<file path="config.mk">
export PLATFORM = sky130hd
export DESIGN_NAME = acr_top
export DESIGN_NICKNAME = d
export VERILOG_FILES = /design/src/rtl/acr_pkg.sv /design/src/rtl/acr_prescaler.sv /design/src/rtl/acr_top.sv
export VERILOG_INCLUDE_DIRS = /design/src /design/src/rtl
export SDC_FILE = /design/constraint.sdc
export NUM_CORES = 1
export LEC_CHECK = 0
export ABC_AREA = 1
export BUFFER_PORTS_ARGS = -buffer_cell sky130_fd_sc_hd__buf_2
export CAP_MARGIN = 15
export CORE_MARGIN = 5
export CORE_UTILIZATION = 45
export CTS_CLUSTER_SIZE = 25
export DETAILED_ROUTE_END_ITERATION = 7
export HOLD_SLACK_MARGIN = 0.06
export PLACE_DENSITY = 0.77
export SLEW_MARGIN = 15
export SYNTH_ARGS = -nofsm -noshare
export SYNTH_HDL_FRONTEND = slang
export SYNTH_SLANG_ARGS = --single-unit
</file>
<file path="constraint.sdc">
create_clock -name clk -period 2.3 [get_ports clk]
set_input_delay 0.23 -clock clk [delete_from_list [all_inputs] [get_ports clk]]
set_output_delay 0.23 -clock clk [all_outputs]
set_load 0.005 [all_outputs]
</file>
<file path="src/rtl/acr_params.svh">
// Register indices, field positions, reset values and conversion counts
`ifndef ACR_PARAMS_SVH
`define ACR_PARAMS_SVH

// ************************************************************
// Register indices (byte address is four times the index)
// ************************************************************
`define ACR_IDX_RES_LO 8'h78
`define ACR_IDX_RES_HI 8'h79
`define ACR_IDX_CSR_A 8'h7A
`define ACR_IDX_CSR_B 8'h7B
`define ACR_IDX_SEL 8'h7C

// ************************************************************
// Field positions
// ************************************************************
`define ACR_A_ENABLE 7
`define ACR_A_START 6
`define ACR_A_AUTO 5
`define ACR_A_FLAG 4
`define ACR_A_IRQEN 3
`define ACR_SEL_LADJ 5

// ************************************************************
// Reset values and encodings
// ************************************************************
`define ACR_RST_BYTE 8'h00
`define ACR_RST_RESULT 10'h000
`define ACR_TRIG_FREE 3'h0
`define ACR_CH_TEMP 4'h8
`define ACR_CH_BANDGAP 4'hE
`define ACR_CH_GROUND 4'hF

// ************************************************************
// Conversion lengths in converter clock cycles
// ************************************************************
`define ACR_FIRST_CYCLES 5'd25
`define ACR_NORM_CYCLES 5'd13

`endif

</file>
<file path="src/rtl/acr_pkg.sv">
// Types shared by the converter control block and its users
package acr_pkg;

  typedef enum logic [1:0] {
    ACR_REF_EXT_PIN,
    ACR_REF_SUPPLY,
    ACR_REF_RESERVED,
    ACR_REF_INTERNAL
  } acr_ref_type;

  typedef enum logic {
    ACR_IDLE,
    ACR_CONV
  } acr_state_type;

  // Control bundle towards the analog multiplexer and converter core
  typedef struct packed {
    logic enable;
    logic sample;
    logic first;
    logic [3:0] channel;
    logic pin_sel;
    logic temp_sel;
    logic bandgap_sel;
    logic ground_sel;
    acr_ref_type reference;
    logic int_ref_on;
    logic ext_ref_pin;
  } acr_ana_type;

endpackage : acr_pkg

</file>
<file path="src/rtl/acr_prescaler.sv">
// Converter clock prescaler producing a one-cycle tick
`timescale 1ns/1ps
`include "acr_params.svh"

module acr_prescaler (
  // Clock and reset
  input wire logic clk,
  input wire logic sys_rst,
  // Control
  input wire logic run,
  input wire logic [2:0] prescale,
  // Converter clock tick
  output logic tick
);
  import acr_pkg::*;

  logic [6:0] cnt_r;
  logic [6:0] term;

  // Terminal count is division factor minus one
  function automatic logic [6:0] term_count(input logic [2:0] code);
    logic [7:0] f;
    f = 8'h01 << code;
    if (code == 3'h0) begin
      term_count = 7'h01;
    end else begin
      term_count = 7'(f - 8'h01);
    end
  endfunction : term_count

  assign term = term_count(prescale); // RULE_16

  // Held in reset while disabled so every enable starts a clean period
  always_ff @(posedge clk) begin
    if (sys_rst || !run) begin
      cnt_r <= 7'h00;
    end else if (cnt_r >= term) begin
      cnt_r <= 7'h00; // RULE_16
    end else begin
      cnt_r <= 7'(cnt_r + 7'h01);
    end
  end

  assign tick = run && (cnt_r >= term);

endmodule : acr_prescaler

</file>
<file path="src/rtl/acr_top.sv">
// Converter control, status and result registers on classic Wishbone
//
// Contract
// (RULE_01) Result is 10 bits, 0x000 to 0x3FF
// (RULE_02) Reference select decodes pin, supply, internal
// (RULE_03) Channel and reference held during conversion
// (RULE_04) Adjust bit changes presentation at once
// (RULE_05) Right adjust: high byte holds bits 9:8
// (RULE_06) Selection bit 4 always reads zero
// (RULE_07) Channel select decodes pins, sensor, bandgap, ground
// (RULE_08) Enable bit powers converter; clearing aborts
// (RULE_09) Start write begins conversion, first in free-run
// (RULE_10) First conversion 25 cycles, later 13
// (RULE_11) Start reads one while busy; zero ignored
// (RULE_12) Auto trigger starts on selected rising edge
// (RULE_13) Done flag set when result updated
// (RULE_14) Flag cleared by vector or writing one
// (RULE_15) Interrupt when flag, enable, global enable
// (RULE_16) Prescaler divides by 2 to 128
// (RULE_17) Sensor reading uses internal reference, single mode; the code enforces neither, channel 8 takes ref_r and auto_r as written
// (RULE_18) Low byte read locks result until high
// (RULE_19) Left adjust: high byte holds bits 9:2
// (RULE_20) Free-run code never creates a trigger
// (RULE_21) Free-run restarts after each completion
`timescale 1ns/1ps
`include "acr_params.svh"

module acr_top (
  // Clock and reset
  input wire logic clk,
  input wire logic sys_rst,
  // Wishbone slave
  input wire logic wb_cyc_i,
  input wire logic wb_stb_i,
  input wire logic wb_we_i,
  input wire logic [9:0] wb_adr_i,
  input wire logic [3:0] wb_sel_i,
  input wire logic [31:0] wb_dat_i,
  output logic [31:0] wb_dat_o,
  output logic wb_ack_o,
  // Trigger sources and processor interrupt side
  input wire logic [7:0] trig_i,
  input wire logic cpu_global_irq_en,
  input wire logic irq_vector_ack,
  output logic conv_irq_o,
  // Analog core side
  input wire logic [9:0] ana_result_i,
  output acr_pkg::acr_ana_type ana_ctrl_o
);
  import acr_pkg::*;

  // ************************************************************
  // Bus decode
  // ************************************************************
  logic ack_r;
  logic [31:0] dat_r;
  logic req;
  logic fire;
  logic wr;
  logic rd;
  logic [7:0] idx;
  logic [7:0] wd;

  assign req = wb_cyc_i && wb_stb_i;
  // Accesses act on the edge where the master sees ack
  assign fire = req && ack_r;
  assign wr = fire && wb_we_i && wb_sel_i[0];
  assign rd = fire && !wb_we_i;
  assign idx = wb_adr_i[9:2];
  assign wd = wb_dat_i[7:0];

  // ************************************************************
  // Registers
  // ************************************************************
  logic en_r;
  logic auto_r;
  logic flag_r;
  logic irqen_r;
  logic [2:0] prescale_r;
  logic [2:0] trig_src_r;
  logic ladj_r;
  logic [1:0] ref_r;
  logic [3:0] ch_r;
  logic [1:0] act_ref_r;
  logic [3:0] act_ch_r;
  logic [9:0] result_r;
  logic lock_r;
  logic first_r;
  logic sample_r;
  logic trig_prev_r;
  logic [4:0] cnt_r;
  acr_state_type state_r;

  logic wr_a;
  logic en_nxt;
  logic en_rise;
  logic first_eff;
  logic tick;
  logic busy;
  logic free_run;
  logic trig_edge;
  logic start_go;
  logic done;
  logic abort;
  logic restart;

  assign wr_a = wr && (idx == `ACR_IDX_CSR_A);
  assign en_nxt = wr_a ? wd[`ACR_A_ENABLE] : en_r;
  assign en_rise = wr_a && wd[`ACR_A_ENABLE] && !en_r;
  assign first_eff = first_r || en_rise; // RULE_10
  assign busy = (state_r == ACR_CONV);
  assign free_run = auto_r && (trig_src_r == `ACR_TRIG_FREE);

  // Free-run code is excluded so that selecting it never fires
  assign trig_edge = auto_r && (trig_src_r != `ACR_TRIG_FREE) &&
                     trig_i[trig_src_r] && !trig_prev_r; // RULE_12 RULE_20

  // Writing zero to start does nothing; a start while busy is dropped
  assign start_go = !busy && en_nxt &&
                    ((wr_a && wd[`ACR_A_START]) || trig_edge); // RULE_09
  assign abort = busy && !en_nxt; // RULE_08
  assign done = busy && !abort && tick && (cnt_r == 5'd1);
  assign restart = done && free_run; // RULE_21

  // ************************************************************
  // Prescaler
  // ************************************************************
  acr_prescaler u_prescaler (
    .clk(clk),
    .sys_rst(sys_rst),
    .run(en_r),
    .prescale(prescale_r),
    .tick(tick)
  );

  // ************************************************************
  // Software control fields
  // ************************************************************
  always_ff @(posedge clk) begin
    if (sys_rst) begin
      en_r <= 1'b0;
      auto_r <= 1'b0;
      irqen_r <= 1'b0;
      prescale_r <= 3'h0;
    end else if (wr_a) begin
      en_r <= wd[`ACR_A_ENABLE]; // RULE_08
      auto_r <= wd[`ACR_A_AUTO];
      irqen_r <= wd[`ACR_A_IRQEN];
      prescale_r <= wd[2:0];
    end
  end

  always_ff @(posedge clk) begin
    if (sys_rst) begin
      trig_src_r <= 3'h0;
    end else if (wr && (idx == `ACR_IDX_CSR_B)) begin
      trig_src_r <= wd[2:0];
    end
  end

  // Bit 4 of the selection register has no storage
  always_ff @(posedge clk) begin
    if (sys_rst) begin
      ladj_r <= 1'b0;
      ref_r <= 2'h0;
      ch_r <= 4'h0;
    end else if (wr && (idx == `ACR_IDX_SEL)) begin
      ref_r <= wd[7:6];
      ladj_r <= wd[`ACR_SEL_LADJ];
      ch_r <= wd[3:0];
    end
  end

  // Selected level of last cycle; switching sources may form an edge
  always_ff @(posedge clk) begin
    if (sys_rst) begin
      trig_prev_r <= 1'b0;
    end else begin
      trig_prev_r <= trig_i[trig_src_r];
    end
  end

  // ************************************************************
  // Conversion sequencer
  // ************************************************************
  always_ff @(posedge clk) begin
    if (sys_rst) begin
      state_r <= ACR_IDLE;
      cnt_r <= 5'd0;
    end else if (abort) begin
      state_r <= ACR_IDLE;
      cnt_r <= 5'd0;
    end else begin
      unique case (state_r)
        ACR_IDLE: begin
          if (start_go) begin
            state_r <= ACR_CONV;
            cnt_r <= first_eff ? `ACR_FIRST_CYCLES
                               : `ACR_NORM_CYCLES; // RULE_10
          end
        end
        ACR_CONV: begin
          if (restart) begin
            cnt_r <= `ACR_NORM_CYCLES; // RULE_21
          end else if (done) begin
            state_r <= ACR_IDLE; // RULE_11
            cnt_r <= 5'd0;
          end else if (tick) begin
            cnt_r <= 5'(cnt_r - 5'd1);
          end
        end
      endcase
    end
  end

  // Pending initialisation after each enable
  always_ff @(posedge clk) begin
    if (sys_rst) begin
      first_r <= 1'b0;
    end else if (start_go) begin
      first_r <= 1'b0;
    end else if (en_rise) begin
      first_r <= 1'b1;
    end
  end

  // Settings frozen at each start so mid-conversion writes wait
  always_ff @(posedge clk) begin
    if (sys_rst) begin
      act_ref_r <= 2'h0;
      act_ch_r <= 4'h0;
      sample_r <= 1'b0;
    end else begin
      sample_r <= start_go || restart;
      if (start_go || restart) begin
        act_ref_r <= ref_r; // RULE_03
        act_ch_r <= ch_r; // RULE_03
      end
    end
  end

  // ************************************************************
  // Result, lock and completion flag
  // ************************************************************
  // A result finishing while locked is lost, keeping the byte pair whole
  always_ff @(posedge clk) begin
    if (sys_rst) begin
      result_r <= `ACR_RST_RESULT;
    end else if (done && !lock_r) begin
      result_r <= ana_result_i; // RULE_01 RULE_18
    end
  end

  always_ff @(posedge clk) begin
    if (sys_rst) begin
      lock_r <= 1'b0;
    end else if (rd && (idx == `ACR_IDX_RES_LO)) begin
      lock_r <= 1'b1; // RULE_18
    end else if (rd && (idx == `ACR_IDX_RES_HI)) begin
      lock_r <= 1'b0;
    end
  end

  // Completion wins over a clear in the same cycle
  always_ff @(posedge clk) begin
    if (sys_rst) begin
      flag_r <= 1'b0;
    end else if (done) begin
      flag_r <= 1'b1; // RULE_13
    end else if (irq_vector_ack || (wr_a && wd[`ACR_A_FLAG])) begin
      flag_r <= 1'b0; // RULE_14
    end
  end

  assign conv_irq_o = flag_r && irqen_r && cpu_global_irq_en; // RULE_15

  // ************************************************************
  // Read path
  // ************************************************************
  function automatic logic [7:0] present(input logic [9:0] res,
                                         input logic ladj,
                                         input logic hi);
    if (hi) begin
      present = ladj ? res[9:2] : {6'h00, res[9:8]}; // RULE_05 RULE_19
    end else begin
      present = ladj ? {res[1:0], 6'h00} : res[7:0]; // RULE_05 RULE_19
    end
  endfunction : present

  logic [7:0] rd_byte;

  // Presentation follows the live adjust bit, not the stored one
  always_comb begin
    unique case (idx)
      `ACR_IDX_RES_LO: rd_byte = present(result_r, ladj_r, 1'b0); // RULE_04
      `ACR_IDX_RES_HI: rd_byte = present(result_r, ladj_r, 1'b1); // RULE_04
      `ACR_IDX_CSR_A: rd_byte = {en_r, busy, auto_r, flag_r, irqen_r,
                                 prescale_r}; // RULE_11
      `ACR_IDX_CSR_B: rd_byte = {5'h00, trig_src_r};
      `ACR_IDX_SEL: rd_byte = {ref_r, ladj_r, 1'b0, ch_r}; // RULE_06
      default: rd_byte = `ACR_RST_BYTE;
    endcase
  end

  always_ff @(posedge clk) begin
    if (sys_rst) begin
      ack_r <= 1'b0;
      dat_r <= 32'h00000000;
    end else begin
      ack_r <= req && !ack_r;
      dat_r <= (req && !ack_r && !wb_we_i) ? {24'h000000, rd_byte}
                                           : 32'h00000000;
    end
  end

  assign wb_ack_o = ack_r;
  assign wb_dat_o = dat_r;

  // ************************************************************
  // Analog side decode
  // ************************************************************
  always_comb begin
    ana_ctrl_o.enable = en_r;
    ana_ctrl_o.sample = sample_r;
    ana_ctrl_o.first = first_r;
    ana_ctrl_o.channel = act_ch_r;
    ana_ctrl_o.pin_sel = !act_ch_r[3]; // RULE_07
    ana_ctrl_o.temp_sel = (act_ch_r == `ACR_CH_TEMP); // RULE_07
    ana_ctrl_o.bandgap_sel = (act_ch_r == `ACR_CH_BANDGAP); // RULE_07
    ana_ctrl_o.ground_sel = (act_ch_r == `ACR_CH_GROUND); // RULE_07
    ana_ctrl_o.reference = acr_ref_type'(act_ref_r); // RULE_02
    ana_ctrl_o.int_ref_on = (act_ref_r == 2'h3); // RULE_02
    ana_ctrl_o.ext_ref_pin = (act_ref_r == 2'h0); // RULE_02
  end

  // ************************************************************
  // Checks
  // ************************************************************
  logic [4:0] h_ticks_r;
  logic h_first_r;

  always_ff @(posedge clk) begin
    if (sys_rst) begin
      h_ticks_r <= 5'd0;
      h_first_r <= 1'b0;
    end else if (start_go || restart) begin
      h_ticks_r <= 5'd0;
      h_first_r <= start_go && first_eff;
    end else if (busy && tick) begin
      h_ticks_r <= 5'(h_ticks_r + 5'd1);
    end
  end
endmodule : acr_top

</file>
# Yosys cells after proc, flatten, opt, wreduce, memory -nomap -nowiden
# Cells that the tools add are included.
[totals] reg_bits=83 inputBits=71 word_cells=119
[op_classes] n_addsub=3 order_cmp=2 n_eq_ne=12 shifts=1 mux=21 bitwise_logic=2 reduce_logical=56
[op_table] operator="== test 8 x 7 -> 1 bit, second input constant" count=5
[op_table] operator="one-hot mux 8 bit (5 select lines)" count=1
[op_table] operator="logical AND 1 bit" count=31
[op_table] operator="two-way mux 5 bit" count=5
[op_table] operator="two-way mux 8 bit" count=2
[op_table] operator="== test 4 bit, second input constant" count=3
[op_table] operator="one-hot mux 5 bit (2 select lines)" count=1
[op_table] operator="logical NOT 1 bit" count=9
[op_table] operator="two-way mux 1 bit" count=9
[op_table] operator="OR reduction 2 bit" count=4
[op_table] operator="adder 7 x 1 -> 7 bit, second input constant" count=1
[op_table] operator=">= comparator 7 bit" count=1
[op_table] operator="two-way mux 7 bit" count=1
[op_table] operator="<< shifter 1 x 3 -> 7 bit, first input constant" count=1
[op_table] operator="subtractor 7 x 1 -> 7 bit, second input constant" count=1
[op_table] operator="logical NOT 3 bit" count=2
[op_table] operator="== test 5 x 1 -> 1 bit, second input constant" count=1
[op_table] operator="logical OR 1 bit" count=5
[op_table] operator="subtractor 5 x 1 -> 5 bit, second input constant" count=1
[op_table] operator="< comparator 3 x 4 -> 1 bit, second input constant" count=1
[op_table] operator="inequality test 4 x 1 -> 1 bit, second input constant" count=1
[op_table] operator="nonzero test 2 bit" count=2
[op_table] operator="binary-select mux 1 bit (select 3 bit)" count=1
[op_table] operator="nonzero test 3 bit" count=1
[op_table] operator="other kinds (6)" count=7

# Logic depth before layout (Yosys ltp)
[depth] word_depth=15 ltp_mapped=13 depth_no_buf=12

# Cells and area by module
# Synthesis repeated with hierarchy kept, for this count alone.
[unflattened] hier_cells=477 area_unflattened_um2=3294.4
[by_module_without_submodules] mod="acr_top" instances=1 cells_each=410 area_per_inst_um2=2797.7 seq_area_each_um2=1041.0
[by_module_without_submodules] mod="acr_prescaler" instances=1 cells_each=67 area_per_inst_um2=496.7 seq_area_each_um2=140.1

# Worst setup path before layout
# OpenSTA, ideal clock, no wires.
[synth_path] path_type="reg2reg" startpoint="register prescale_r[1]" endpoint="register result_r[0]" t_arrival_ns=1.849 required_ns=2.187 setup_slack_ns=0.338 path_stages_with_launch=12 path_buffers=1 synth_period_minus_slack_ns=1.962 path_cell_list="dfxtp_1 -> o21ai_0 -> o21bai_1 -> ha_1 -> nand2_1 -> nor2_1 -> nand2_1 -> a21boi_2 -> nand4_2 -> buf_4 -> o21ai_1 -> nor2_1"
[synth_via] elab_chain_len=8
[synth_rtl] item="from (decl)" line="acr_top.sv:79" text="logic [2:0] prescale_r;"
[synth_rtl] item="from (signal assigned)" line="acr_top.sv:149" text="prescale_r <= wd[2:0];"
[synth_rtl] item="<< shifter 1 x 3 -> 7 bit" line="acr_prescaler.sv:23" text="f = 8'h01 << code;"
[synth_rtl] item="subtractor 7 x 1 -> 7 bit" line="acr_prescaler.sv:27" text="term_count = 7'(f - 8'h01);"
[synth_rtl] item="two-way mux 7 bit *" line="acr_prescaler.sv:24" text="if (code == 3'h0) begin"
[synth_rtl] item=">= comparator 7 bit *" line="acr_prescaler.sv:44" text="assign tick = run && (cnt_r >= term);"
[synth_rtl] item="logical AND 1 bit *" line="acr_prescaler.sv:44"
[synth_rtl] item="logical AND 1 bit * (2 in a row)" line="acr_top.sv:122" text="assign done = busy && !abort && tick && (cnt_r == 5'd1);"
[synth_rtl] item="logical AND 1 bit *" line="acr_top.sv:249" text="end else if (done && !lock_r) begin"
[synth_rtl] item="to (signal assigned)" line="acr_top.sv:248" text="result_r <= `ACR_RST_RESULT;"
[synth_rtl] item="to (signal assigned)" line="acr_top.sv:250" text="result_r <= ana_result_i;"
[synth_rtl] item="to (decl)" line="acr_top.sv:86" text="logic [9:0] result_r;"
# Every way passes the cells marked *; elsewhere a longest branch is shown, timed or not.
# A chain may end at the register's enable or synchronous reset.

# Final worst setup path
[layout_path] startpoint="register prescale_r[0]" endpoint="register act_ref_r[1]"
[layout_via] elab_chain_len=9
[layout_rtl] item="<< shifter 1 x 3 -> 7 bit" line="acr_prescaler.sv:23"
[layout_rtl] item="subtractor 7 x 1 -> 7 bit" line="acr_prescaler.sv:27"
[layout_rtl] item="two-way mux 7 bit *" line="acr_prescaler.sv:24"
[layout_rtl] item=">= comparator 7 bit *" line="acr_prescaler.sv:44"
[layout_rtl] item="logical AND 1 bit *" line="acr_prescaler.sv:44"
[layout_rtl] item="logical AND 1 bit * (2 in a row)" line="acr_top.sv:122"
[layout_rtl] item="logical AND 1 bit *" line="acr_top.sv:123" text="assign restart = done && free_run;"
[layout_rtl] item="logical OR 1 bit *"
[layout_rtl] item="to (signal assigned)" line="acr_top.sv:236" text="act_ref_r <= ref_r;"
[layout_rtl] item="to (decl)" line="acr_top.sv:84" text="logic [1:0] act_ref_r;"
# Marks and branches as above.

==> impl_results.md <==
- Syn-to-layout area delta: 16.8%
- DR WL/cell: 12.7 um
- Vias in the first global route: 2,887
- Die width: 94.1 um
- Setup Viol. Count Final: 0
- Area leader, netlist: dfxtp_1
- Maximum clock path buffer count: 2
- Syn Area/Cell: 7.11 um2
- Final Wtd Congestion: 0.883
- Reg-to-reg startpoint: prescale_r[0]
- Post-detailed-route count of antenna-violating nets: 0
- Total die area: 8860 um2
- Core area: 6830 um2
- Status: finished clean
- Max-slew violation count: 0
- Nets: 597
- Worst Setup End Kind: flip-flop
- Yosys reg bits: 59
- Initial cell density of the core: 46.6%
- Synth top area cells: dfxtp_1 (37%), nand2_1 (11%), buf_4 (6.8%)
- Final hold viol count: 0
- Final Skew: 0.00669 ns
- Library cells used by synthesis: 38
- Share of the synthesized area in the top cell type: 37.1%
- WP data required: 2.57 ns
- Global route overflow: 0
- Fin crit share: 91.0%
- Most common flop cell mapped by yosys: dfxtp_1
- Critical setup path kind: flip-flop to flip-flop
- Die height: 94.1 um
- Buffer count from post-CTS setup fixing: 0
- PortBufs: 66
- Count leader, synth: nand2_1
- Htree depth: 3
- Sequential fraction of the synthesis area: 37.1%
- First-pass GRT wire length: 13,200 um
- Ratio of cells with drive above 1 in the final layout: 22.5%
- Clk sink count: 59
- Setup crit start kind: flip-flop
- PnR Total Power: 2.07 mW
- Gate count after technology mapping: 448
- Hold buffer count at cts: 0
- Commonest cells post-synth: nand2_1 (91), dfxtp_1 (59), inv_1 (47), nor2_1 (45), a21oi_1 (39)
- Worst reg2reg endpoint: act_ref_r[1]
- Min-Delay Path Depth: 3
- Worst setup startpoint: prescale_r[0]
- Final worst path period need: 2.09 ns
- Worst vdd ir: 0.000320 V
- Flop-to-flop setup slack: 0.21 ns
- DR vias/cell: 4.82
- Max cap viols: 0
- Setup TNS: 0 ns
- Via Count: 2,977
- Worst-Margin Slew: 0.566 ns
- Relative slew slack: 61.9%
- Total power per unit cell area: 556 nW/um2
- CP endpoint: act_ref_r[1]
- EDFF count, synth: 0
- Reg clk slew, reported paths: 0.07 ns
- Worst-case setup margin in the final layout: 0.207 ns
- Netlist Area Pre-Place: 3180 um2
- Post-CTS sizing: 0
- Clk Latency, worst-skew pair: 0.33 ns
- R2r worst-path depth: 12
- Critical-path maximum fanout: 11
- CTS tree: done
- Post-place setup slack: 0.0845 ns
- Diode count: 0
- # DRC: 0
- Max Freq: 478 MHz
- Initial DRC Count: 223
- TritonCTS Buffers: 9
- Pin count of the biggest net entering global routing: 19
- # rows: 30
- Pre-antenna DRT Iters: 4
- Drt total wl: 7860 um
- Detailed Place HPWL: 6240 um
- HP Class: input port to flip-flop
- Clock root buffer: clkbuf_8
- WP data arrival: 2.36 ns
- Ports: 120
- Leakage: 1.63 nW
- GRT Overall Usage: 18.7%
- Initial antenna violation count: 0
- Post-synthesis async set-or-reset flop share: 0%
- YS warnings: 0
- RSZ-0062 raised after global routing: no
## layer usage
layer	wire length [um]	GRT usage, %	share of wire [%]
met1	3590	25.0	46
met2	3690	30.6	47
met3	505	3.85	6.4
met4	84	5.05	1.1
met5	0	0	0
## cell families after synthesis
| kind of cell | Yosys count | synth area share (%) |
|---|---|---|
| other | 1 | 0.118 |
| adders and majority gates | 9 | 3.54 |
| DFF | 59 | 37.1 |
| buffers and inverters | 91 | 14.7 |
| xor gates and xnor gates | 6 | 1.65 |
| AOI/OAI and AO/OA | 84 | 14.6 |
| and+or+nand+nor | 198 | 28.3 |
## layout by cell type, fill, tap and decap left out, types with 6 or more instances in the layout
| cell | netlist | final |
|---|---|---|
| nand2_1 | 91 | 90 |
| clkbuf_8 | 0 | 11 |
| conb_1 | 1 | 24 |
| buf_4 | 29 | 7 |
| a21oi_1 | 39 | 38 |
| nand2_2 | 6 | 7 |
| nor3_1 | 8 | 8 |
| o21ai_1 | 8 | 9 |
| inv_1 | 47 | 47 |
| ha_1 | 9 | 9 |
| o21ai_0 | 21 | 20 |
| buf_2 | 1 | 66 |
| nor2_1 | 45 | 45 |
| nand3_1 | 30 | 29 |
| dfxtp_1 | 59 | 58 |
| inv_2 | 6 | 6 |
## report_power, final
| part | internal [mW] | switching [mW] | leakage [nW] | total (mW) |
|---|---|---|---|---|
| Combinational | 0.0395 | 0.0597 | 1.06 | 0.0992 |
| Clock | 0.553 | 0.393 | 0.0995 | 0.946 |
| Sequential | 1.02 | 0.000946 | 0.476 | 1.02 |
| Total | 1.62 | 0.454 | 1.63 | 2.07 |
## through the flow
step	area (um2)	cells	hold WS (ns)	util [%]
after CTS	3700	617	0.121	54.2
after global placement	3510	602	0.450	51.3
after global routing	3720	617	0.140	54.5
after detailed placement	3510	602	0.464	51.3
final	3720	617	0.139	54.5
after floorplan	3270	471	0.373	-
## cell type report
class	instances	area, um2
tap	96	120
timing repair buffer	73	383
multi-input combinational	321	1640
clock buffer	13	159
fill	694	3110
inverter	53	199
clock inverter	2	35.0
sequential	59	1180
## worst min path at each step
stage                           end  slack [ns]                 start
2_1_floorplan         prescale_r[1]        0.37           wb_dat_i[1]
3_3_place_gp   u_prescaler.cnt_r[0]        0.45  u_prescaler.cnt_r[0]
3_5_place_dp   u_prescaler.cnt_r[0]        0.46  u_prescaler.cnt_r[0]
4_1_cts                 result_r[3]        0.12       ana_result_i[3]
5_1_grt                 result_r[1]        0.14       ana_result_i[1]
6_report                result_r[7]        0.14       ana_result_i[7]
## state kept, by name, indices dropped and copies added, names as in the netlist, 2 cells and up
register and count:
ch_r 4, trig_src_r 3, cnt_r 5, wb_dat_o 8, prescale_r 3, ref_r 2, act_ch_r 4, result_r 10
act_ref_r 2, u_prescaler.cnt_r 7
## worst max-delay path, cell delays in order, from the launching register on
cell      delay [ns]
dfxtp_2         0.35
o21ai_1         0.10
o21bai_1        0.16
ha_1            0.28
nand2_1         0.06
a21oi_1         0.12
nor2_1          0.09
a21boi_4        0.26
nand4_2         0.10
buf_4           0.19
nand2_2         0.11
nand2_1         0.08
a21oi_2         0.13
No activity file was read; power rests on OpenSTA's default activity.
